--- config.mk ---
export PLATFORM = sky130hd
export DESIGN_NAME = hgcs_top
export DESIGN_NICKNAME = d
export VERILOG_FILES = /design/src/hdl/hgcs_pkg.sv /design/src/hdl/hgcs_ref_freq_check.sv /design/src/hdl/hgcs_top.sv
export SDC_FILE = /design/constraint.sdc
export NUM_CORES = 1
export LEC_CHECK = 0
export ABC_CLOCK_PERIOD_IN_PS = 3850
export BUFFER_PORTS_ARGS = -buffer_cell sky130_fd_sc_hd__buf_4
export CAP_MARGIN = 0
export CORE_UTILIZATION = 50
export CTS_CLUSTER_DIAMETER = 120
export DETAILED_ROUTE_END_ITERATION = 8
export GPL_TIMING_DRIVEN = 0
export MAX_ROUTING_LAYER = met4
export PLACE_DENSITY = 0.75
export SLEW_MARGIN = 20
export SYNTH_ARGS = -nofsm -noshare
export SYNTH_HDL_FRONTEND = slang
export SYNTH_SLANG_ARGS = --single-unit
--- constraint.sdc ---
create_clock -name MCLK -period 3.85 [get_ports MCLK]
set_input_delay 0.385 -clock MCLK [delete_from_list [all_inputs] [get_ports MCLK]]
set_output_delay 0.385 -clock MCLK [all_outputs]
set_load 0.01 [all_outputs]
--- src/hdl/hgcs_pkg.sv ---
// constants, register map and encodings of the general configuration and status bank
// Summary of operation
// - I2C controller enable follows bit 5, reset 0.
// - mode 0, no assigned lock: port high impedance.
// - mode 1, no lock, sleep select 1, drive 1: port idles in LP-11.
// - sleep select 1, drive 0: outputs high impedance.
// - mode 1, sleep select 0, lock low: outputs HS-0.
// - receiver parity check follows bit 1 (reset 1); the output is 0 until the first clock after reset.
// - override bit forces reference clock present.
// - revision in 7:4, mask 0x0 in 3:0.
// - checksum pass resets to 1, then after each load it is set only for a valid ROM checksum.
// - init done set when ROM load finishes.
// - clock valid only for 12 to 64 MHz.
// - reload trigger restarts ROM load, done polls completion.
package hgcs_pkg;

    // ****************************************************************
    // register map
    // ****************************************************************
    localparam logic [7:0] HGCS_OFS_GENERAL_CONFIGURATION = 8'h02;
    localparam logic [7:0] HGCS_OFS_SILICON_REVISION      = 8'h03;
    localparam logic [7:0] HGCS_OFS_DEVICE_STATUS         = 8'h04;

    localparam logic [7:0] HGCS_RST_GENERAL_CONFIGURATION = 8'h1E;
    localparam logic [7:0] HGCS_RST_DEVICE_STATUS         = 8'hC0;
    localparam logic [5:0] HGCS_CFG_WRITE_MASK            = 6'h3F;

    // general configuration field positions
    localparam int HGCS_BIT_I2C_CTRL_EN   = 5;
    localparam int HGCS_BIT_LOCK_OUT_MODE = 4;
    localparam int HGCS_BIT_TX_DRIVE      = 3;
    localparam int HGCS_BIT_SLEEP_SEL     = 2;
    localparam int HGCS_BIT_PARITY_EN     = 1;
    localparam int HGCS_BIT_REF_OVERRIDE  = 0;

    // device status field positions
    localparam int HGCS_BIT_CKSUM_PASS = 7;
    localparam int HGCS_BIT_INIT_DONE  = 6;
    localparam int HGCS_BIT_REF_FREQ   = 4;

    // silicon revision register: value is arbitrary, mask set fixed
    localparam logic [3:0] HGCS_SILICON_REVISION_FIELD = 4'hA;
    localparam logic [3:0] HGCS_MASK_SET_FIELD         = 4'h0;

    // ****************************************************************
    // timing of the reference clock frequency check
    // ****************************************************************
    localparam int HGCS_MCLK_PERIOD_NS  = 50;
    localparam int HGCS_REF_WINDOW_NS   = 50000;
    localparam int HGCS_REF_WINDOW_CYC  = HGCS_REF_WINDOW_NS / HGCS_MCLK_PERIOD_NS;
    localparam int HGCS_REF_PRESCALE    = 16;
    localparam int HGCS_REF_MIN_MHZ     = 12;
    localparam int HGCS_REF_MAX_MHZ     = 64;
    localparam int HGCS_REF_MIN_EDGES   =
        (HGCS_REF_MIN_MHZ * HGCS_REF_WINDOW_NS) / (1000 * HGCS_REF_PRESCALE);
    localparam int HGCS_REF_MAX_EDGES   =
        (HGCS_REF_MAX_MHZ * HGCS_REF_WINDOW_NS) / (1000 * HGCS_REF_PRESCALE);
    localparam int HGCS_WIN_W           = 10;
    localparam int HGCS_EDGE_W          = 9;

    // ****************************************************************
    // encodings
    // ****************************************************************
    typedef enum logic [1:0]
    {
        HGCS_TX_NORMAL = 2'h0,
        HGCS_TX_LP11   = 2'h1,
        HGCS_TX_HS0    = 2'h2,
        HGCS_TX_HIZ    = 2'h3
    } hgcs_tx_state_t;

    typedef enum logic [2:0]
    {
        HGCS_LD_START = 3'h1,
        HGCS_LD_WAIT  = 3'h2,
        HGCS_LD_DONE  = 3'h4
    } hgcs_load_state_t;

endpackage

--- src/hdl/hgcs_ref_freq_check.sv ---
// reference clock frequency window checker
`timescale 1ns/1ps
module hgcs_ref_freq_check
    import hgcs_pkg::*;
(
    input  wire logic clk,
    input  wire logic rst_n,
    input  wire logic ref_div_toggle,
    output logic      freq_ok
);

    // ****************************************************************
    // edge count over a fixed window
    // ****************************************************************
    // the pin is pre-divided by the prescale so 64 MHz stays below half of mclk
    logic [HGCS_WIN_W-1:0]  win_q,  win_d;
    logic [HGCS_EDGE_W-1:0] edge_q, edge_d;
    logic                   tgl_q,  tgl_d;
    logic                   ok_q,   ok_d;

    localparam logic [HGCS_WIN_W-1:0]  WIN_LAST  = HGCS_WIN_W'(HGCS_REF_WINDOW_CYC - 1);
    localparam logic [HGCS_EDGE_W-1:0] EDGE_MIN  = HGCS_EDGE_W'(HGCS_REF_MIN_EDGES);
    localparam logic [HGCS_EDGE_W-1:0] EDGE_MAX  = HGCS_EDGE_W'(HGCS_REF_MAX_EDGES);
    localparam logic [HGCS_EDGE_W-1:0] EDGE_SAT  = {HGCS_EDGE_W{1'b1}};

    always_comb
    begin
        tgl_d  = ref_div_toggle;
        win_d  = win_q + HGCS_WIN_W'(1);
        edge_d = edge_q;
        ok_d   = ok_q;
        if ((tgl_q != ref_div_toggle) && (edge_q != EDGE_SAT))
        begin
            edge_d = edge_q + HGCS_EDGE_W'(1);
        end
        if (win_q == WIN_LAST)
        begin
            win_d  = '0;
            edge_d = '0;
            ok_d   = (edge_q >= EDGE_MIN) && (edge_q <= EDGE_MAX);
        end
    end

    always_ff @(posedge clk or negedge rst_n)
    begin
        if (!rst_n)
        begin
            win_q  <= '0;
            edge_q <= '0;
            tgl_q  <= 1'b0;
            ok_q   <= 1'b0;
        end
        else
        begin
            win_q  <= win_d;
            edge_q <= edge_d;
            tgl_q  <= tgl_d;
            ok_q   <= ok_d;
        end
    end

    assign freq_ok = ok_q;

endmodule

--- src/hdl/hgcs_top.sv ---
// general configuration, revision and device status register bank
`timescale 1ns/1ps
module hgcs_top
    import hgcs_pkg::*;
(
    input  wire logic       MCLK,
    input  wire logic       NRST,
    input  wire logic [7:0] REG_ADDR,
    input  wire logic       REG_WR,
    input  wire logic       REG_RD,
    input  wire logic [7:0] REG_WDATA,
    output logic      [7:0] REG_RDATA,
    input  wire logic       ROM_RELOAD_TRIGGER,
    output logic            ROM_LOAD_REQ,
    input  wire logic       ROM_LOAD_DONE,
    input  wire logic       ROM_CKSUM_OK,
    input  wire logic [3:0] RX_LOCK,
    input  wire logic [3:0] TX0_RX_ASSIGN,
    input  wire logic [3:0] TX1_RX_ASSIGN,
    output logic      [1:0] TX0_STATE,
    output logic      [1:0] TX1_STATE,
    output logic            I2C_CTRL_EN,
    output logic            PARITY_CHECK_EN,
    input  wire logic       REF_DETECTED,
    input  wire logic       REF_DIV_TOGGLE,
    output logic            REF_PRESENT
);

    // ****************************************************************
    // functions
    // ****************************************************************
    // one decision per transmit port, used for both ports
    function automatic hgcs_tx_state_t tx_state_of(input logic [5:0] cfg,
                                                   input logic       any_lock);
        hgcs_tx_state_t st;
        st = HGCS_TX_NORMAL;
        if (cfg[HGCS_BIT_SLEEP_SEL] && !cfg[HGCS_BIT_TX_DRIVE])
        begin
            st = HGCS_TX_HIZ;
        end
        else if (!any_lock)
        begin
            if (!cfg[HGCS_BIT_LOCK_OUT_MODE])
            begin
                st = HGCS_TX_HIZ;
            end
            else if (!cfg[HGCS_BIT_SLEEP_SEL])
            begin
                st = HGCS_TX_HS0;
            end
            else
            begin
                st = HGCS_TX_LP11;
            end
        end
        return st;
    endfunction

    // ****************************************************************
    // general configuration register
    // ****************************************************************
    logic [5:0] cfg_q, cfg_d;
    logic       wr_cfg;

    assign wr_cfg = REG_WR && (REG_ADDR == HGCS_OFS_GENERAL_CONFIGURATION);

    always_comb
    begin
        cfg_d = cfg_q;
        if (wr_cfg)
        begin
            cfg_d = REG_WDATA[5:0] & HGCS_CFG_WRITE_MASK;
        end
    end

    always_ff @(posedge MCLK or negedge NRST)
    begin
        if (!NRST)
        begin
            cfg_q <= HGCS_RST_GENERAL_CONFIGURATION[5:0];
        end
        else
        begin
            cfg_q <= cfg_d;
        end
    end

    // ****************************************************************
    // configuration load sequencer
    // ****************************************************************
    // load starts right after reset; a trigger mid-load is merged into it
    hgcs_load_state_t ld_q, ld_d;
    logic             done_q, done_d;
    logic             cksum_q, cksum_d;
    logic             req_q, req_d;

    always_comb
    begin
        ld_d    = ld_q;
        done_d  = done_q;
        cksum_d = cksum_q;
        req_d   = req_q;
        case (ld_q)
            HGCS_LD_START:
            begin
                done_d = 1'b0;
                req_d  = 1'b1;
                ld_d   = HGCS_LD_WAIT;
            end
            HGCS_LD_WAIT:
            begin
                if (ROM_LOAD_DONE)
                begin
                    req_d   = 1'b0;
                    done_d  = 1'b1;
                    cksum_d = ROM_CKSUM_OK;
                    ld_d    = HGCS_LD_DONE;
                end
            end
            HGCS_LD_DONE:
            begin
                if (ROM_RELOAD_TRIGGER)
                begin
                    ld_d = HGCS_LD_START;
                end
            end
            default:
            begin
                ld_d = HGCS_LD_START;
            end
        endcase
    end

    always_ff @(posedge MCLK or negedge NRST)
    begin
        if (!NRST)
        begin
            ld_q    <= HGCS_LD_START;
            done_q  <= HGCS_RST_DEVICE_STATUS[HGCS_BIT_INIT_DONE];
            cksum_q <= HGCS_RST_DEVICE_STATUS[HGCS_BIT_CKSUM_PASS];
            req_q   <= 1'b0;
        end
        else
        begin
            ld_q    <= ld_d;
            done_q  <= done_d;
            cksum_q <= cksum_d;
            req_q   <= req_d;
        end
    end

    // ****************************************************************
    // reference clock frequency check
    // ****************************************************************
    logic freq_ok;

    hgcs_ref_freq_check u_ref_chk
    (
        .clk            (MCLK),
        .rst_n          (NRST),
        .ref_div_toggle (REF_DIV_TOGGLE),
        .freq_ok        (freq_ok)
    );

    // ****************************************************************
    // outputs steered by configuration
    // ****************************************************************
    hgcs_tx_state_t tx0_q, tx0_d;
    hgcs_tx_state_t tx1_q, tx1_d;
    logic           i2c_q, i2c_d;
    logic           par_q, par_d;
    logic           refp_q, refp_d;

    always_comb
    begin
        tx0_d  = tx_state_of(cfg_q, |(RX_LOCK & TX0_RX_ASSIGN));
        tx1_d  = tx_state_of(cfg_q, |(RX_LOCK & TX1_RX_ASSIGN));
        i2c_d  = cfg_q[HGCS_BIT_I2C_CTRL_EN];
        par_d  = cfg_q[HGCS_BIT_PARITY_EN];
        refp_d = cfg_q[HGCS_BIT_REF_OVERRIDE] | REF_DETECTED;
    end

    always_ff @(posedge MCLK or negedge NRST)
    begin
        if (!NRST)
        begin
            tx0_q  <= HGCS_TX_HIZ;
            tx1_q  <= HGCS_TX_HIZ;
            i2c_q  <= 1'b0;
            par_q  <= 1'b0;
            refp_q <= 1'b0;
        end
        else
        begin
            tx0_q  <= tx0_d;
            tx1_q  <= tx1_d;
            i2c_q  <= i2c_d;
            par_q  <= par_d;
            refp_q <= refp_d;
        end
    end

    // ****************************************************************
    // register read
    // ****************************************************************
    // unmapped offsets read zero so probing software sees a clean bus
    logic [7:0] rdata_q, rdata_d;

    always_comb
    begin
        rdata_d = rdata_q;
        if (REG_RD)
        begin
            case (REG_ADDR)
                HGCS_OFS_GENERAL_CONFIGURATION:
                begin
                    rdata_d = {2'h0, cfg_q};
                end
                HGCS_OFS_SILICON_REVISION:
                begin
                    rdata_d = {HGCS_SILICON_REVISION_FIELD, HGCS_MASK_SET_FIELD};
                end
                HGCS_OFS_DEVICE_STATUS:
                begin
                    rdata_d = {cksum_q, done_q, 1'b0, freq_ok, 4'h0};
                end
                default:
                begin
                    rdata_d = 8'h00;
                end
            endcase
        end
    end

    always_ff @(posedge MCLK or negedge NRST)
    begin
        if (!NRST)
        begin
            rdata_q <= 8'h00;
        end
        else
        begin
            rdata_q <= rdata_d;
        end
    end

    assign REG_RDATA       = rdata_q;
    assign ROM_LOAD_REQ    = req_q;
    assign TX0_STATE       = tx0_q;
    assign TX1_STATE       = tx1_q;
    assign I2C_CTRL_EN     = i2c_q;
    assign PARITY_CHECK_EN = par_q;
    assign REF_PRESENT     = refp_q;

endmodule

==> summary.txt <==
Status: finished clean
Clock skew: 0.00637 ns
R2R depth: 8
Initial cell density of the core: 53.5%
Crit Reg-Reg Startpoint: u_ref_chk.edge_q[0]
Met2 Use GR: 28.9%
H-tree levels: 2
Cts repair resizes: 0
Ys async rst share: 100%
Hold WS: 0.0740 ns
Unrepaired setup endpoints after global routing: no
CTS max path bufs: 2
TritonCTS clock tree: done
Tot GR Track Use: 20.3%
Post-DP Area: 2640 µm²
Critical Path Start Type: flop
GRT overflow: 0
Setup TNS: 0 ns
Die X-Extent: 68.4 µm
Drt wl/cell: 12.6 µm
Reg2reg end: u_ref_chk.edge_q[6]
CTS clock-pin slew for the worst setup and hold paths: 0.08 ns
Synth cell types: 38
Area of the multi-input gates: 928 µm²
PwrDens: 500 nW/µm²
Leak Pwr: 0.00123 µW
Ant diodes: 0
Drt first pass iters: 4
P_sw: 397 µW
Initial antenna violation count: 0
Critical path endpoint category: flop
Clock sinks: 48
Filler Cell Count: 324
Grt peak-use layer: met2
Combinational share of power: 21.6%
Post-Synthesis Cells: 210
Post-synth EDFFs: 0
Seq/Total Area, Yosys: 55.1%
First-pass GRT wire length: 6.61 mm
Total routed wirelength: 4.01 mm
Worst slew pin tran: 0.649 ns
Internal: 986 µW
M1 GR Usage: 27.1%
Setup slack after layout: 1.88 ns
Worst-Skew Late Latency: 0.30 ns
Reg2reg setup slack: 1.88 ns
Required time worst endpoint: 4.03 ns
Count of warnings emitted by yosys: 0
Max Freq: 0.509 GHz
Drt initial violations: 70
Top_reg_cell synth: dfrtp_1
Post-Syn Area: 2200 µm²
Post-Syn Nets: 252
Largest net degree at the start of global routing: 49
Sequential power share: 50.3%
I/O pins: 53
Syn Area/Cell: 10.5 µm²
Vias in the first global route: 1517
Worst hold path type: primary input to asynchronous set/reset pin
Critical path type: flop to flop
Worst slew margin: 56.4%
Max_cap viols: 0
Storage element area: 1210 µm²
Post-CTS setup buffers: 0
Nets@finish: 309
Flops & latches, synth: 48
Sw frac: 28.7%
Maximum vdd drop: 0.000312 V
Max Transition Viols Final: 0
TritonCTS buffer count: 5
Crit path time final: 1.97 ns
Gp weighted congestion: 0.821
Layout cells sized above 1: 31.3%
CP Max Fanout: 9
Final setup fails: 0
Area growth syn-to-layout: 25.6%
Final period util: 51.0%
Via density: 5.25
Final hold vios: 0
Pre-CTS setup slack: 1.89 ns
Arrival @ worst endpoint: 2.14 ns
Antenna Nets Post-Route: 0
Clock power frac: 28.1%
Design Area, Final: 2770 µm²
Die Area: 4680 µm²
Die span in y: 68.4 µm
Port bufs: 50
Clk root buf: clkbuf_8
Core area: 4120 µm²
Hold_buf cts: 0
M3 GR Usage: 6.00%
# rows: 23
Remaining DRCs: 0
DP HPWL: 2.95 mm
DR vias: 1670
[power groups by stage]
stage,sequential [µW],combinational (µW),clock (µW)
after floorplan,686,208,0
after global placement,701,290,0
after detailed placement,703,303,0
after CTS,694,304,400
after global routing,711,353,418
final,696,299,389
[cells by family after synthesis]
| kind of cell | count (synthesis) | share of synthesized area [%] |
|---|---|---|
| compound gates | 38 | 10.4 |
| xor+xnor | 14 | 5.56 |
| fa+ha+maj | 5 | 2.84 |
| buf+inv | 16 | 2.73 |
| flops | 48 | 55.1 |
| mux | 8 | 4.09 |
| simple gates | 81 | 19.2 |
[through the flow]
stage	instances	utilization [%]	power, µW
after floorplan	210	-	894
after global placement	310	64.2	991
after detailed placement	310	64.2	1010
after CTS	318	67.3	1400
after global routing	318	67.3	1480
final	318	67.3	1380
[cell usage in the layout (no fill, tap or decap), types with 2 or more instances in the layout]
master / count
nor4_1: 3
or2_2: 2
clkbuf_1: 3
o21ai_0: 11
nor3b_1: 2
a22oi_1: 4
xnor2_1: 10
ha_1: 5
a21oi_1: 11
xor2_1: 4
a31oi_1: 2
o22ai_1: 4
inv_1: 12
dfrtp_1: 37
clkbuf_8: 7
nand2_1: 16
or3_1: 2
nor3_1: 4
nand3_1: 6
nor2_1: 27
dfstp_2: 11
nor2b_1: 6
mux2_2: 8
nand4_1: 5
buf_4: 50
[synthesized netlist by cell type, drive strengths merged, types with 2 or more instances]
cell type	number	area, µm²
dfrtp	37	926
nor2	27	101
nand2	16	60.1
inv	12	45.0
a21oi	11	55.1
dfstp	11	289
o21ai	11	55.1
xnor2	10	87.6
mux2	8	90.1
nand3	7	47.6
nor2b	6	37.5
ha	5	62.6
nand4	5	31.3
nor3	5	36.3
a22oi	4	30.0
o22ai	4	25.0
xor2	4	35.0
clkbuf	3	11.3
nor4	3	18.8
a31oi	2	12.5
nor3b	2	15.0
or2	2	12.5
or3	2	12.5
[worst max-delay path by stage]
stage | startpoint | endpoint | slack (ns)
final | u_ref_chk.edge_q[0] | u_ref_chk.edge_q[6] | 1.88
after global routing | u_ref_chk.win_q[0] | u_ref_chk.edge_q[2] | 1.67
after CTS | u_ref_chk.edge_q[0] | u_ref_chk.edge_q[4] | 1.87
after detailed placement | u_ref_chk.edge_q[0] | u_ref_chk.edge_q[4] | 1.89
after global placement | u_ref_chk.edge_q[0] | u_ref_chk.edge_q[6] | 1.88
after floorplan | u_ref_chk.edge_q[0] | u_ref_chk.edge_q[4] | 2.05
[sequential cells by signal (all words and copies together), names as in the netlist]
signal,count
u_ref_chk.freq_ok,1
REG_RDATA,8
ld_q,3
TX0_STATE,2
u_ref_chk.win_q,10
done_q,1
PARITY_CHECK_EN,1
TX1_STATE,2
REF_PRESENT,1
u_ref_chk.edge_q,9
I2C_CTRL_EN,1
cfg_q,6
ROM_LOAD_REQ,1
cksum_q,1
u_ref_chk.tgl_q,1
[routing by layer]
metal / vias to the layer above / routed length, µm
met5: - / 0
met4: 0 / 64
met3: 5 / 257
met2: 47 / 1800
met1: 772 / 1890
li1: 846 / -
[worst max-delay path, stage by stage, from the launching register on]
cell     delay, ns
dfrtp_1       0.44
ha_1          0.23
nand2_1       0.10
nor3_1        0.07
ha_1          0.18
buf_1         0.19
nor4_1        0.42
xnor2_1       0.16
nor2_1        0.05
[area by class of cell]
type | count | area share [%]
Clock buffer | 7 | 3.48
Timing Repair Buffer | 50 | 13.6
Buffer | 4 | 0.542
Sequential cell | 48 | 43.9
Tap cell | 50 | 2.26
Inverter | 12 | 1.63
Clock inverter | 1 | 1.08
Multi-Input combinational cell | 146 | 33.5
Power figures use the tool's default switching activity.
